==> config.mk <==
export PLATFORM = sky130hd
export DESIGN_NAME = pmi_irq_unit
export DESIGN_NICKNAME = d
export VERILOG_FILES = /design/src/inc/pmi_pkg.sv /design/src/inc/pmi_frame_if.sv /design/src/design/pmi_mdio_engine.sv /design/src/design/pmi_irq_unit.sv
export SDC_FILE = /design/constraint.sdc
export NUM_CORES = 1
export LEC_CHECK = 0
export BUFFER_PORTS_ARGS = -buffer_cell sky130_fd_sc_hd__buf_2
export CORE_MARGIN = 5
export CORE_UTILIZATION = 25
export CTS_CLUSTER_DIAMETER = 150
export CTS_CLUSTER_SIZE = 40
export DETAILED_ROUTE_END_ITERATION = 7
export GPL_TIMING_DRIVEN = 0
export PLACE_DENSITY = 0.42
export SYNTH_ARGS = -nofsm -noshare
export SYNTH_HDL_FRONTEND = slang
export SYNTH_SLANG_ARGS = --single-unit
==> constraint.sdc <==
create_clock -name mclk -period 4.02 [get_ports mclk]
set_input_delay 0.402 -clock mclk [delete_from_list [all_inputs] [get_ports mclk]]
set_output_delay 0.402 -clock mclk [all_outputs]
set_load 0.005 [all_outputs]
==> src/inc/pmi_pkg.sv <==
// constants for the management interrupt unit
// assumes a 250 MHz mclk and word-per-register access
package pmi_pkg;
  // ==========================================================
  // timing
  localparam int CLK_PERIOD_NS       = 4;
  localparam int NS_PER_MS           = 1000000;
  localparam int ENERGY_DELAY_MS     = 1000;
  localparam int ENERGY_PULSE_MS     = 256;
  localparam int ENERGY_DELAY_CYCLES =
    ENERGY_DELAY_MS * (NS_PER_MS / CLK_PERIOD_NS);
  localparam int ENERGY_PULSE_CYCLES =
    ENERGY_PULSE_MS * (NS_PER_MS / CLK_PERIOD_NS);
  localparam int TIMER_W             = 28;
  // ==========================================================
  // management frame
  localparam logic [5:0] PREAMBLE_BITS = 6'h20;
  localparam logic [1:0] OP_READ       = 2'h2;
  localparam logic [1:0] OP_WRITE      = 2'h1;
  localparam logic [5:0] FIELD_LAST    = 6'h04;
  localparam logic [5:0] DATA_LAST     = 6'h0f;
  // ==========================================================
  // register indices
  localparam logic [4:0] REG_CONTROL    = 5'h00;
  localparam logic [4:0] REG_STATUS     = 5'h01;
  localparam logic [4:0] REG_PARTNER    = 5'h05;
  localparam logic [4:0] REG_EXPANSION  = 5'h06;
  localparam logic [4:0] LAST_STD_REG   = 5'h06;
  localparam logic [4:0] FIRST_VEND_REG = 5'h10;
  localparam logic [4:0] REG_MODE       = 5'h11;
  localparam logic [4:0] REG_IRQ_SOURCE = 5'h1d;
  localparam logic [4:0] REG_IRQ_MASK   = 5'h1e;
  localparam logic [15:0] UNMAPPED_READ = 16'hffff;
  // ==========================================================
  // bit positions
  localparam int BIT_RENEGOTIATE = 9;
  localparam int BIT_NEG_DONE    = 5;
  localparam int BIT_REM_FAULT   = 4;
  localparam int BIT_LINK        = 2;
  localparam int BIT_PARTNER_ACK = 14;
  localparam int BIT_PAR_FAULT   = 4;
  localparam int BIT_PAGE_RX     = 1;
  localparam int BIT_ENERGY      = 1;
  localparam int BIT_ALT_SELECT  = 6;
  localparam int IRQ_LSB         = 1;
  localparam int IRQ_MSB         = 7;
  // source index inside the 7-bit flag vector (register bit - 1)
  localparam int SRC_ENERGY   = 6;
  localparam int SRC_NEG_DONE = 5;
  localparam int SRC_REM_FLT  = 4;
  localparam int SRC_LINKDOWN = 3;
  localparam int SRC_ACK      = 2;
  localparam int SRC_PAR_FLT  = 1;
  localparam int SRC_PAGE     = 0;
  // ==========================================================
  // release groups and reset values
  localparam logic [6:0] REL_ON_FALL  = 7'h77;
  localparam logic [6:0] REL_ON_REG1  = 7'h18;
  localparam logic [6:0] REL_ON_REG6  = 7'h03;
  localparam logic [6:0] REL_ON_RENEG = 7'h03;
  localparam logic [6:0] REL_ALL      = 7'h7f;
  localparam logic [6:0] FLAGS_RESET  = 7'h40;
  localparam logic [6:0] MASK_RESET   = 7'h00;
  localparam logic [6:0] ACT_RESET    = 7'h40;
endpackage : pmi_pkg

==> src/inc/pmi_frame_if.sv <==
// register access strobes from the frame engine to the register file
// assumes both ends run on mclk
`timescale 1ns/1ps
`default_nettype none
interface pmi_frame_if;
  logic        rdStrobe;
  logic        wrStrobe;
  logic [4:0]  regAddr;
  logic [15:0] wrData;
  logic [15:0] rdData;
  modport engine (output rdStrobe, output wrStrobe, output regAddr,
                  output wrData, input rdData);
  modport regfile (input rdStrobe, input wrStrobe, input regAddr,
                   input wrData, output rdData);
endinterface : pmi_frame_if
`default_nettype wire

==> src/design/pmi_mdio_engine.sv <==
// serial management frame engine: decodes read and write frames
// assumes mdc and mdio arrive asynchronously to mclk
`timescale 1ns/1ps
`default_nettype none
module pmi_mdio_engine (
  input  wire logic       mclk,
  input  wire logic       srst,
  input  wire logic       mdc,
  input  wire logic       mdioIn,
  output logic            mdioOut,
  output logic            mdioOe,
  input  wire logic [4:0] phyAddress,
  pmi_frame_if.engine     frame
);
  typedef enum {FR_IDLE, FR_START, FR_OP, FR_PHY, FR_REG, FR_TA,
                FR_DATA} pmi_frame_type;
  typedef struct packed {
    pmi_frame_type  state;
    logic [1:0]     mdcSync;
    logic [1:0]     mdioSync;
    logic           mdcPrev;
    logic [5:0]     cnt;
    logic [15:0]    shift;
    logic           isRead;
    logic           oe;
    logic           dout;
    logic           rdStb;
    logic           wrStb;
    logic [4:0]     regAddr;
    logic [15:0]    wrData;
  } pmi_engine_type;

  pmi_engine_type st;
  pmi_engine_type next_st;
  logic           rise;
  logic           bitIn;
  logic [11:0]    header;

  // ==========================================================
  // edge finding on the synchronised management clock
  assign rise   = st.mdcSync[1] & ~st.mdcPrev;
  assign bitIn  = st.mdioSync[1];
  assign header = {st.shift[10:0], bitIn};

  always_comb
  begin
    next_st          = st;
    next_st.mdcSync  = {st.mdcSync[0], mdc};
    next_st.mdioSync = {st.mdioSync[0], mdioIn};
    next_st.mdcPrev  = st.mdcSync[1];
    next_st.rdStb    = 1'b0;
    next_st.wrStb    = 1'b0;
    if (rise)
    begin
      next_st.cnt = st.cnt + 6'h01;
      case (st.state)
        FR_IDLE:
        begin
          if (bitIn)
            next_st.cnt = (st.cnt == pmi_pkg::PREAMBLE_BITS) ?
                          st.cnt : st.cnt + 6'h01;
          else if (st.cnt == pmi_pkg::PREAMBLE_BITS)
            next_st.state = FR_START;
          else
            next_st.cnt = '0;
        end
        FR_START:
        begin
          next_st.cnt   = '0;
          next_st.state = bitIn ? FR_OP : FR_IDLE;
        end
        FR_OP, FR_PHY, FR_REG:
        begin
          next_st.shift = {st.shift[14:0], bitIn};
          if (st.state == FR_OP && st.cnt == 6'h01)
          begin
            next_st.cnt   = '0;
            next_st.state = FR_PHY;
          end
          else if (st.state == FR_PHY && st.cnt == pmi_pkg::FIELD_LAST)
          begin
            next_st.cnt   = '0;
            next_st.state = FR_REG;
          end
          else if (st.state == FR_REG && st.cnt == pmi_pkg::FIELD_LAST)
          begin
            next_st.cnt     = '0;
            next_st.regAddr = header[4:0];
            next_st.isRead  = header[11:10] == pmi_pkg::OP_READ;
            // foreign address or bad opcode: stay silent
            if (header[9:5] != phyAddress ||
                (header[11:10] != pmi_pkg::OP_READ &&
                 header[11:10] != pmi_pkg::OP_WRITE))
              next_st.state = FR_IDLE;
            else
            begin
              next_st.state = FR_TA;
              next_st.rdStb = header[11:10] == pmi_pkg::OP_READ;
            end
          end
        end
        FR_TA:
        begin
          if (st.isRead && st.cnt == 6'h00)
          begin
            next_st.oe   = 1'b1;
            next_st.dout = 1'b0;
          end
          else if (st.cnt == 6'h01)
          begin
            next_st.cnt   = '0;
            next_st.state = FR_DATA;
            next_st.dout  = st.isRead ? frame.rdData[15] : 1'b0;
            next_st.shift = {frame.rdData[14:0], 1'b0};
          end
        end
        FR_DATA:
        begin
          next_st.shift = {st.shift[14:0], bitIn};
          next_st.dout  = st.shift[15];
          if (st.cnt == pmi_pkg::DATA_LAST)
          begin
            next_st.cnt    = '0;
            next_st.state  = FR_IDLE;
            next_st.oe     = 1'b0;
            next_st.wrStb  = ~st.isRead;
            next_st.wrData = {st.shift[14:0], bitIn};
          end
        end
        default:
        begin
          next_st.state = FR_IDLE;
          next_st.cnt   = '0;
        end
      endcase
    end
  end

  always_ff @(posedge mclk)
  begin
    if (srst)
    begin
      st         <= '0;
      st.state   <= FR_IDLE;
      st.mdcSync <= 2'h3;
      st.mdcPrev <= 1'b1;
    end
    else
      st <= next_st;
  end

  assign mdioOut        = st.dout;
  assign mdioOe         = st.oe;
  assign frame.rdStrobe = st.rdStb;
  assign frame.wrStrobe = st.wrStb;
  assign frame.regAddr  = st.regAddr;
  assign frame.wrData   = st.wrData;
endmodule : pmi_mdio_engine
`default_nettype wire

==> src/design/pmi_irq_unit.sv <==
// management register file and interrupt unit of the transceiver
// assumes status levels come from logic on mclk; mdc/mdio are async
`timescale 1ns/1ps
`default_nettype none
module pmi_irq_unit #(
  parameter int unsigned DELAY_CYCLES = pmi_pkg::ENERGY_DELAY_CYCLES,
  parameter int unsigned PULSE_CYCLES = pmi_pkg::ENERGY_PULSE_CYCLES
) (
  input  wire logic        mclk,
  input  wire logic        srst,
  input  wire logic        mdc,
  input  wire logic        mdioIn,
  output logic             mdioOut,
  output logic             mdioOe,
  input  wire logic [4:0]  phyAddress,
  input  wire logic        energy_detected,
  input  wire logic        negotiationDone,
  input  wire logic        remoteFault,
  input  wire logic        linkUp,
  input  wire logic        partnerAck,
  input  wire logic        parallelFault,
  input  wire logic        pageReceived,
  input  wire logic        psel,
  input  wire logic        penable,
  input  wire logic        pwrite,
  input  wire logic [7:0]  paddr,
  input  wire logic [31:0] pwdata,
  output logic [31:0]      prdata,
  output logic             pready,
  output logic             pslverr,
  output logic             irq_out_n
);
  typedef enum {EN_IDLE, EN_ARMED, EN_DELAY, EN_PULSE} pmi_energy_type;
  typedef struct packed {
    logic [31:0][15:0]              store;
    logic [6:0]                     flags;
    logic [6:0]                     mask;
    logic [6:0]                     prevAct;
    logic                           altSel;
    pmi_energy_type                 energy;
    logic [pmi_pkg::TIMER_W-1:0]    timer;
    logic [15:0]                    mdioData;
    logic [15:0]                    apbData;
    logic                           apbDone;
    logic                           apbErr;
  } pmi_state_type;

  localparam logic [pmi_pkg::TIMER_W-1:0] DELAY_LAST =
    pmi_pkg::TIMER_W'(DELAY_CYCLES - 1);
  localparam logic [pmi_pkg::TIMER_W-1:0] PULSE_LAST =
    pmi_pkg::TIMER_W'(PULSE_CYCLES - 1);

  pmi_state_type st;
  pmi_state_type next_st;
  pmi_frame_if   frame ();
  logic [6:0]    act;
  logic [6:0]    rise;
  logic [6:0]    fall;
  logic [6:0]    rel;
  logic          mdioAcc;
  logic          apbGo;
  logic          apbErr;
  logic          accRd;
  logic          accWr;
  logic [4:0]    accAddr;
  logic [15:0]   accData;
  logic [15:0]   rdWord;
  logic          pulseOn;

  // ==========================================================
  // frame engine
  pmi_mdio_engine u_engine (
    .mclk       (mclk),
    .srst       (srst),
    .mdc        (mdc),
    .mdioIn     (mdioIn),
    .mdioOut    (mdioOut),
    .mdioOe     (mdioOe),
    .phyAddress (phyAddress),
    .frame      (frame.engine)
  );
  assign frame.rdData = st.mdioData;

  // ==========================================================
  // source levels, active high in flag order
  assign act = {energy_detected, negotiationDone, remoteFault, ~linkUp,
                partnerAck, parallelFault, pageReceived};
  assign rise = act & ~st.prevAct;
  assign fall = ~act & st.prevAct;

  // ==========================================================
  // access arbitration; a frame strobe wins, the bus waits a cycle
  assign mdioAcc = frame.rdStrobe | frame.wrStrobe;
  assign apbErr  = paddr[7] | (paddr[1:0] != 2'h0);
  assign apbGo   = psel & penable & ~st.apbDone & ~mdioAcc;
  assign accRd   = frame.rdStrobe | (apbGo & ~pwrite & ~apbErr);
  assign accWr   = frame.wrStrobe | (apbGo & pwrite & ~apbErr);
  assign accAddr = mdioAcc ? frame.regAddr : paddr[6:2];
  assign accData = mdioAcc ? frame.wrData : pwdata[15:0];

  function automatic logic [15:0] readWord(input logic [4:0]    a,
                                           input pmi_state_type s,
                                           input logic [6:0]    lv);
    logic [15:0] w;
    w = s.store[a];
    case (a)
      pmi_pkg::REG_STATUS:
      begin
        w = '0;
        w[pmi_pkg::BIT_NEG_DONE]  = lv[pmi_pkg::SRC_NEG_DONE];
        w[pmi_pkg::BIT_REM_FAULT] = lv[pmi_pkg::SRC_REM_FLT];
        w[pmi_pkg::BIT_LINK]      = ~lv[pmi_pkg::SRC_LINKDOWN];
      end
      pmi_pkg::REG_PARTNER:
      begin
        w = '0;
        w[pmi_pkg::BIT_PARTNER_ACK] = lv[pmi_pkg::SRC_ACK];
      end
      pmi_pkg::REG_EXPANSION:
      begin
        w = '0;
        w[pmi_pkg::BIT_PAR_FAULT] = lv[pmi_pkg::SRC_PAR_FLT];
        w[pmi_pkg::BIT_PAGE_RX]   = lv[pmi_pkg::SRC_PAGE];
      end
      pmi_pkg::REG_MODE:
      begin
        w[pmi_pkg::BIT_ALT_SELECT] = s.altSel;
        w[pmi_pkg::BIT_ENERGY]     = lv[pmi_pkg::SRC_ENERGY];
      end
      pmi_pkg::REG_IRQ_SOURCE:
      begin
        w = '0;
        w[pmi_pkg::IRQ_MSB:pmi_pkg::IRQ_LSB] = s.flags;
      end
      pmi_pkg::REG_IRQ_MASK:
      begin
        w = '0;
        w[pmi_pkg::IRQ_MSB:pmi_pkg::IRQ_LSB] = s.mask;
      end
      default:
      begin
        if (a > pmi_pkg::LAST_STD_REG && a < pmi_pkg::FIRST_VEND_REG)
          w = pmi_pkg::UNMAPPED_READ;
      end
    endcase
    return w;
  endfunction : readWord

  assign rdWord = readWord(accAddr, st, act);

  // ==========================================================
  // release terms for the current cycle
  always_comb
  begin
    rel = '0;
    if (!st.altSel)
    begin
      rel = fall & pmi_pkg::REL_ON_FALL;
      if (accRd && accAddr == pmi_pkg::REG_IRQ_SOURCE)
        rel = pmi_pkg::REL_ALL;
      if (accRd && accAddr == pmi_pkg::REG_STATUS)
        rel = rel | pmi_pkg::REL_ON_REG1;
      if (accRd && accAddr == pmi_pkg::REG_EXPANSION)
        rel = rel | pmi_pkg::REL_ON_REG6;
      if ((accWr && accAddr == pmi_pkg::REG_CONTROL &&
           accData[pmi_pkg::BIT_RENEGOTIATE]) ||
          rise[pmi_pkg::SRC_LINKDOWN])
        rel = rel | pmi_pkg::REL_ON_RENEG;
    end
    else if (accWr && accAddr == pmi_pkg::REG_IRQ_SOURCE)
      // a flag only drops once its source has gone inactive
      rel = accData[pmi_pkg::IRQ_MSB:pmi_pkg::IRQ_LSB] & ~act;
  end

  // ==========================================================
  // state update
  always_comb
  begin
    next_st         = st;
    next_st.prevAct = act;
    next_st.flags   = (st.flags & ~rel) | rise;
    next_st.apbDone = apbGo;
    if (apbGo)
      next_st.apbErr = apbErr;
    if (apbGo && !pwrite)
      next_st.apbData = apbErr ? 16'h0000 : rdWord;
    if (frame.rdStrobe)
      next_st.mdioData = rdWord;
    if (accWr)
    begin
      case (accAddr)
        pmi_pkg::REG_STATUS, pmi_pkg::REG_PARTNER,
        pmi_pkg::REG_EXPANSION, pmi_pkg::REG_IRQ_SOURCE:
          next_st.store = st.store;
        pmi_pkg::REG_IRQ_MASK:
          next_st.mask = accData[pmi_pkg::IRQ_MSB:pmi_pkg::IRQ_LSB];
        pmi_pkg::REG_MODE:
        begin
          next_st.store[accAddr] = accData;
          next_st.altSel = accData[pmi_pkg::BIT_ALT_SELECT];
        end
        default:
          if (accAddr <= pmi_pkg::LAST_STD_REG ||
              accAddr >= pmi_pkg::FIRST_VEND_REG)
            next_st.store[accAddr] = accData;
      endcase
    end
    // late energy pulse; clearing the mask always cancels it
    next_st.timer = st.timer + 1'b1;
    case (st.energy)
      EN_IDLE:
      begin
        next_st.timer = '0;
        if (st.flags[pmi_pkg::SRC_ENERGY] &&
            !next_st.flags[pmi_pkg::SRC_ENERGY] &&
            act[pmi_pkg::SRC_ENERGY] && st.mask[pmi_pkg::SRC_ENERGY])
          next_st.energy = EN_ARMED;
      end
      EN_ARMED:
      begin
        next_st.timer = '0;
        if (fall[pmi_pkg::SRC_ENERGY])
          next_st.energy = EN_DELAY;
      end
      EN_DELAY:
      begin
        if (rise[pmi_pkg::SRC_ENERGY])
          next_st.energy = EN_ARMED;
        else if (st.timer == DELAY_LAST)
        begin
          next_st.timer  = '0;
          next_st.energy = EN_PULSE;
        end
      end
      EN_PULSE:
        if (st.timer == PULSE_LAST)
          next_st.energy = EN_IDLE;
      default:
        next_st.energy = EN_IDLE;
    endcase
    if (!next_st.mask[pmi_pkg::SRC_ENERGY])
      next_st.energy = EN_IDLE;
  end

  always_ff @(posedge mclk)
  begin
    if (srst)
    begin
      st         <= '0;
      st.flags   <= pmi_pkg::FLAGS_RESET;
      st.mask    <= pmi_pkg::MASK_RESET;
      st.prevAct <= pmi_pkg::ACT_RESET;
      st.altSel  <= 1'b0;
      st.energy  <= EN_IDLE;
    end
    else
      st <= next_st;
  end

  // ==========================================================
  // outputs
  assign pulseOn   = st.energy == EN_PULSE;
  assign irq_out_n = ~(|(st.flags & st.mask) | pulseOn);
  assign prdata    = {16'h0000, st.apbData};
  assign pready    = st.apbDone;
  assign pslverr   = st.apbDone & st.apbErr;
endmodule : pmi_irq_unit
`default_nettype wire

== Yosys cells after proc, flatten, opt, wreduce, memory -nomap -nowiden ==
Index checks and enable logic that the tools add are counted.

* Register bits after elaboration: 713
* Bits of input ports: 59
* Output and inout port bits: 37
* Logic and storage cells: 258

* Add/sub/neg operators: 2
* Order comparisons: 6
* Equality and inequality tests: 42
* Multiplexer cells: 60
* Bitwise gates (word level): 40
* Reduce and logical (&&, ||, !) cells: 52

{| class="wikitable"
|+ Operators by type and width
! cell !! number
|-
| $pmux W512 S2 || 1
|-
| $bwmux W512 || 1
|-
| $mux W512 || 1
|-
| $mux W32 || 12
|-
| $eq A32 B3 Y1 const B || 6
|-
| $pmux W32 S5 || 1
|-
| $eq A32 B2 Y1 const B || 4
|-
| $pmux W32 S4 || 1
|-
| $bmux W16 S5 || 1
|-
| $demux W16 S5 || 1
|-
| $mux W16 || 5
|-
| $eq A32 B1 Y1 const B || 2
|-
| $logic_not A32 Y1 || 2
|-
| $mux W60 || 1
|-
| $pmux W28 S2 || 1
|-
| $pmux W9 S5 || 1
|-
| $mux W22 || 2
|-
| $mux W6 || 7
|-
| $and A7 B7 Y7 || 5
|-
| $mux W7 || 5
|-
| $eq A32 B4 Y1 const B || 1
|-
| $pmux W16 S2 || 1
|-
| $add A28 B1 Y28 const B || 1
|-
| $eq A28 B26 Y1 const B || 1
|-
| 54 further kinds || 138
|}

== Depth between registers and ports, before layout ==
* Depth in word-level cells: 21
* Gate-level depth with buffers: 12

== Cells and area by module ==
Synthesis repeated with hierarchy kept, for this count alone.

* Cell total of the unflattened synthesis: 2643
* Area, all modules: 26706.9 um^2

{| class="wikitable"
|+ By module, submodules not included
! module !! times used !! cells an instance !! area each (um^2)
|-
| pmi_irq_unit || 1 || 2340 || 23865.4
|-
| pmi_mdio_engine || 1 || 303 || 2841.5
|}

== Least setup slack after synthesis ==
Ideal clock, no wire load.

* Kind: register -> register
* Start point: register u_engine.st, in the netlist u_engine.frame.rdStrobe
* End point: register st, in the netlist frame.rdData[13]
* Setup time: 0.132 ns
* Arrival time: 2.678 ns
* Required time: 3.888 ns
* Slack: 1.210 ns
* Stages on the path, launching flop included: 12
* Path through: dfxtp_1 buf_6 nor2_4 buf_2 mux2i_1 clkbuf_1 buf_1 mux4_2 a22oi_1 nand2_1 o32ai_1 nor3_1

* Word-level cells in the longest chain between the ends: 6
* Elaborated cells between the ends (all ways): 16
* Those cells by class: order compare (2); eq/ne (6); mux (5); bitwise (1); reduce/logical (2)

{| class="wikitable"
|+ RTL lines
! item !! line !! source
|-
| start, declared || pmi_mdio_engine.sv:33 || <nowiki>pmi_engine_type st;</nowiki>
|-
| start signal, assigned || pmi_mdio_engine.sv:149 || <nowiki>st <= next_st;</nowiki>
|-
| $or A1 B1 Y1 || pmi_irq_unit.sv:93 || <nowiki>assign mdioAcc = frame.rdStrobe | frame.wrStrobe;</nowiki>
|-
| $mux W5 || pmi_irq_unit.sv:98 || <nowiki>assign accAddr = mdioAcc ? frame.regAddr : paddr[6:2];</nowiki>
|-
| $bmux W16 S5 (tied with other cells) || pmi_irq_unit.sv:105 || <nowiki>w = s.store[a];</nowiki>
|-
| $mux W16 (not written as such) / $logic_and A1 B1 Y1 (equally long branches) || pmi_irq_unit.sv:105, pmi_irq_unit.sv:142 ||
|-
| $mux W16 || pmi_irq_unit.sv:142 || <nowiki>if (a > pmi_pkg::LAST_STD_REG && a < pmi_pkg::FIRST_VEND_REG)</nowiki>
|-
| $pmux W9 S5 || pmi_irq_unit.sv:106 || <nowiki>case (a)</nowiki>
|-
| end signal, assigned || pmi_irq_unit.sv:257 || <nowiki>st <= next_st;</nowiki>
|-
| end, declared || pmi_irq_unit.sv:53 || <nowiki>pmi_state_type st;</nowiki>
|}

Several ways; a longest one is shown, not always the timed one. The select of a mux whose other input is x is not followed.
A chain may end at the register's enable or synchronous reset.

== Worst setup path in the final report ==
* Start point: register u_engine.st, in the netlist u_engine.frame.wrStrobe
* End point: register st, in the netlist frame.rdData[14]

* Word-level cells in the longest chain between the ends: 6
* Elaborated cells between the ends (all ways): 16
* Those cells by class: order compare (2); eq/ne (6); mux (5); bitwise (1); reduce/logical (2)

{| class="wikitable"
|+ RTL lines
! item !! line
|-
| $or A1 B1 Y1 * || pmi_irq_unit.sv:93
|-
| $mux W5 * || pmi_irq_unit.sv:98
|-
| $bmux W16 S5 (tied with other cells) || pmi_irq_unit.sv:105
|-
| $mux W16 (not written as such) / $logic_and A1 B1 Y1 (equally long branches) || pmi_irq_unit.sv:105, pmi_irq_unit.sv:142
|-
| $mux W16 || pmi_irq_unit.sv:142
|-
| $pmux W9 S5 * || pmi_irq_unit.sv:106
|}

Mark *: on every way between the ends. The rest lies on a longest branch, timed or not. The select of a mux whose other input is x is not followed.

==> summary.json <==
{
  "multi_input_comb_area_sq_um": 12430,
  "design.die.area_sq_um": 112400,
  "finish.cell_count_without_fillers": 4207,
  "first_global_vias": 20040,
  "maximum_number_of_pins_on_one_net_before_global_route_repair": 41,
  "critPathKind": "reg2reg",
  "critical_path.top_delay_family": "buffers and inverters",
  "fill_cells": 11210,
  "clock_power_share": 0.305,
  "dr.first_iter.drc_count": 1953,
  "grt_overflow": 0,
  "worst_ep_arrival_time_ns": 4.54,
  "path_buf_inv": 3,
  "ir_drop_mv": 0.3008,
  "design.portCount": 96,
  "clkLatencyLatePin_ns": 0.62,
  "internal-power_uw": 7490,
  "endpoint_kind": "flip-flop",
  "grt_antenna_before_repair": 1,
  "post_detail_place_hpwl_microns": 75980,
  "drive_gt1_frac": 0.1371,
  "drt.antenna.violating_nets": 0,
  "cts_htree_levels": 1,
  "postSynthAreaPerCell_sq_um": 9.764,
  "postSynthRegisterBits": 638,
  "critPathMaxStageDelay_ns": 0.78,
  "yosys.cell_types.count": 86,
  "relative_slew_margins": 0.08303,
  "place_worst_setup_slack_ns": -1.217,
  "status": "complete, no violations",
  "worst_pin_slew_ns": 1.375,
  "worst_setup_path_start_kind": "flip-flop",
  "period_minus_slack_ns": 3.979,
  "leakage_uw": 0.009957,
  "core-area_sq_um": 105300,
  "timing_max_transition_violations_final": 0,
  "detail_route.vias_per_cell": 4.984,
  "final_core_util": 0.2784,
  "clkTransAtPathRegs_ns": 0.16,
  "root_buffer": "clkbuf_16",
  "worstPathRequired_ns": 4.58,
  "global_route.usage.total": 0.1782,
  "final_min_period_over_clock_period": 0.9898,
  "design.final.nets": 2882,
  "cts.sink_count": 638,
  "route.vias.total": 20970,
  "route.detailed.wl_per_inst_microns": 24.81,
  "worstHoldPathType": "in2reg",
  "netSwitchingFraction": 0.2625,
  "report.final.setup_viol": 0,
  "layout.area.seq_sq_um": 12770,
  "cts_inserted_buffers": 20,
  "clock_tree.buffer_depth": 3,
  "syn-cell-area_sq_um": 26460,
  "timing.final.ws_setup_ns": 0.04110,
  "start_util": 0.2514,
  "crit_chain": "buf_4 -> or4_1 -> o31a_1 -> nor2_2 -> clkbuf_2 -> clkdlybuf4s15_1 -> a22oi_1 -> nand2_1 -> nor2_1 -> a31oi_1",
  "power_density_nw_per_um2": 346.5,
  "yosysSeqAreaShare": 0.4827,
  "drtPass1Iterations": 7,
  "synth_warnings": 0,
  "synth_enable_flop_cells": 0,
  "seq_power_share": 0.626,
  "routabilityCongestion": 0.8560,
  "design_area_sq_um": 29300,
  "global_route_wire_length_before_repair_microns": 148600,
  "fraction_of_synthesis_flops_using_an_asynchronous_set_or_reset_pin": 0,
  "dominantRegCellSynth": "dfxtp_1",
  "portBuffers": 62,
  "critical_path.max_fanout": 10,
  "clock.fmax_mhz": 251.3,
  "maxCapViolations": 0,
  "comb_power_share": 0.069,
  "drcViolationCount": 0,
  "area.growth.synth_to_final_pct": 10.74,
  "die-width_microns": 335.3,
  "dpl.cell_count": 4178,
  "place_area_sq_um": 28570,
  "hold_viol": 0,
  "critical-path-slowest-cell": "clkdlybuf4s15_1",
  "netlist_instances": 2710,
  "tritoncts_clock_tree": "yes",
  "routed_wl_microns": 104400,
  "floorplan.die.height_microns": 335.3,
  "worst_clock_skew_ns": 0.04004,
  "netSwitchingPower_uw": 2665,
  "row_count": 119
}
## logic make-up after synthesis
logic type,after synthesis,synth area share
muxes,149,0.1143
AOI/OAI and AO/OA,589,0.1495
and+or+nand+nor,1005,0.1885
buffers and inverters,291,0.05126
DFF,638,0.4827
xor gates and xnor gates,27,0.008937
other,1,0.0001417
adders and majority gates,10,0.004729
## repair_timing
| action | CTS | global route |
|---|---|---|
| endpoints found under the setup margin | 32 | 43 |
| setup buffers | 3 | 0 |
| hold endpoints to repair | 1 | 0 |
| resized for setup | 38 | 9 |
| hold buffers | 1 | 0 |
## sequential cells by signal, indices dropped and copies added, names as in the netlist
register and flops:
pready 1, u_engine.st 16, u_engine.frame.wrStrobe 1, u_engine.mdioOut 1
u_engine.next_st 3, prdata 16, u_engine.frame.regAddr 5, u_engine.bitIn 1
frame.rdData 16, st 549, u_engine.frame.rdStrobe 1, u_engine.header 11
u_engine.frame.wrData 16, u_engine.mdioOe 1
## routing by layer
metal,GRT usage,wire length (microns)
met3,0.02164,6061
met1,0.2610,49420
met4,0.03411,2172
met5,0,0
met2,0.2847,46740
## power groups by stage
stage / Clock [uW] / Sequential (uW) / Combinational [uW]
after detailed placement: 0 / 6490 / 687
after CTS: 3180 / 6350 / 700
after global routing: 3360 / 6360 / 732
after global placement: 0 / 6490 / 691
final: 3100 / 6360 / 703
after floorplan: 0 / 6480 / 347
## final cells by class
cell class,instances,area share
Sequential cell,638,0.4359
Multi-Input combinational cell,1796,0.4241
Tap cell,1391,0.05939
Buffer,264,0.04539
Clock buffer,21,0.01793
Timing Repair Buffer,66,0.01213
Inverter,27,0.003459
Clock inverter,3,0.001665
Antenna cell,1,0.00008540
## placed cells by master, fill, tap and decap left out, types with 26 or more instances in the layout
cell and instances:
clkbuf_1 153, nor2b_1 223, o21ai_0 171, mux4_2 122, a21oi_1 80, a22oi_1 77, nor2_1 258, nor3_1 28
dfxtp_1 638, nand2_1 227, a211oi_1 139, inv_1 26, nand3_1 123, and3_1 26, buf_4 51, buf_2 91
## cells in the mapped netlist (4+ instances only)
cell type | number | share of area
dfxtp_1 | 638 | 0.48
nor2_1 | 264 | 0.037
nand2_1 | 227 | 0.032
nor2b_1 | 223 | 0.053
o21ai_0 | 171 | 0.032
clkbuf_1 | 166 | 0.024
a211oi_1 | 139 | 0.039
nand3_1 | 123 | 0.023
mux4_2 | 122 | 0.10
a21oi_1 | 80 | 0.015
a22oi_1 | 78 | 0.022
buf_4 | 41 | 0.012
buf_2 | 38 | 0.0072
nor3_1 | 28 | 0.0053
and3_1 | 26 | 0.0061
inv_1 | 26 | 0.0037
mux2i_1 | 24 | 0.0091
or2_2 | 17 | 0.0040
a211oi_2 | 15 | 0.0071
xor2_1 | 15 | 0.0050
buf_1 | 13 | 0.0018
xnor2_1 | 12 | 0.0040
ha_1 | 10 | 0.0047
nor2_2 | 10 | 0.0024
o22ai_1 | 10 | 0.0024
or3_1 | 10 | 0.0024
nand2b_1 | 9 | 0.0021
nand4_1 | 9 | 0.0021
a31oi_1 | 8 | 0.0019
and2_1 | 8 | 0.0019
o21ai_1 | 8 | 0.0015
o31ai_1 | 8 | 0.0023
o32ai_1 | 8 | 0.0026
a22o_1 | 7 | 0.0023
nor4_1 | 7 | 0.0017
o211ai_1 | 7 | 0.0020
o211a_1 | 6 | 0.0023
and2_4 | 5 | 0.0017
nand2_2 | 5 | 0.0012
nor3b_1 | 5 | 0.0014
o21a_1 | 5 | 0.0014
or4_1 | 5 | 0.0014
buf_6 | 4 | 0.0017
nor4b_1 | 4 | 0.0013
## final timing paths
kind | start | slack, ns | endpoint | depth (start not counted)
worst max-delay path | u_engine.frame.wrStrobe$_SDFF_PP0_ | 0.04 | frame.rdData[14]$_SDFFE_PP0P_ | 10
worst min-delay path | linkUp | 0.04 | st[98]$_SDFF_PP0_ | 2
worst max register to register | u_engine.frame.wrStrobe$_SDFF_PP0_ | 0.04 | frame.rdData[14]$_SDFFE_PP0P_ | 10
worst min register to register | st[97]$_SDFF_PP0_ | 0.41 | st[111]$_SDFF_PP0_ | 1
## through the flow
step	TNS (ns)	hold WS, ns	total power, uW
finish	0	0.04372	10150
global route	-0.01431	0.03192	10450
CTS	0	0.002247	10240
detailed placement	-27.28	0.3971	7178
global placement	-29.51	0.3900	7182
floorplan	0	0.3821	6831
No activity file was read; power rests on OpenSTA's default activity.
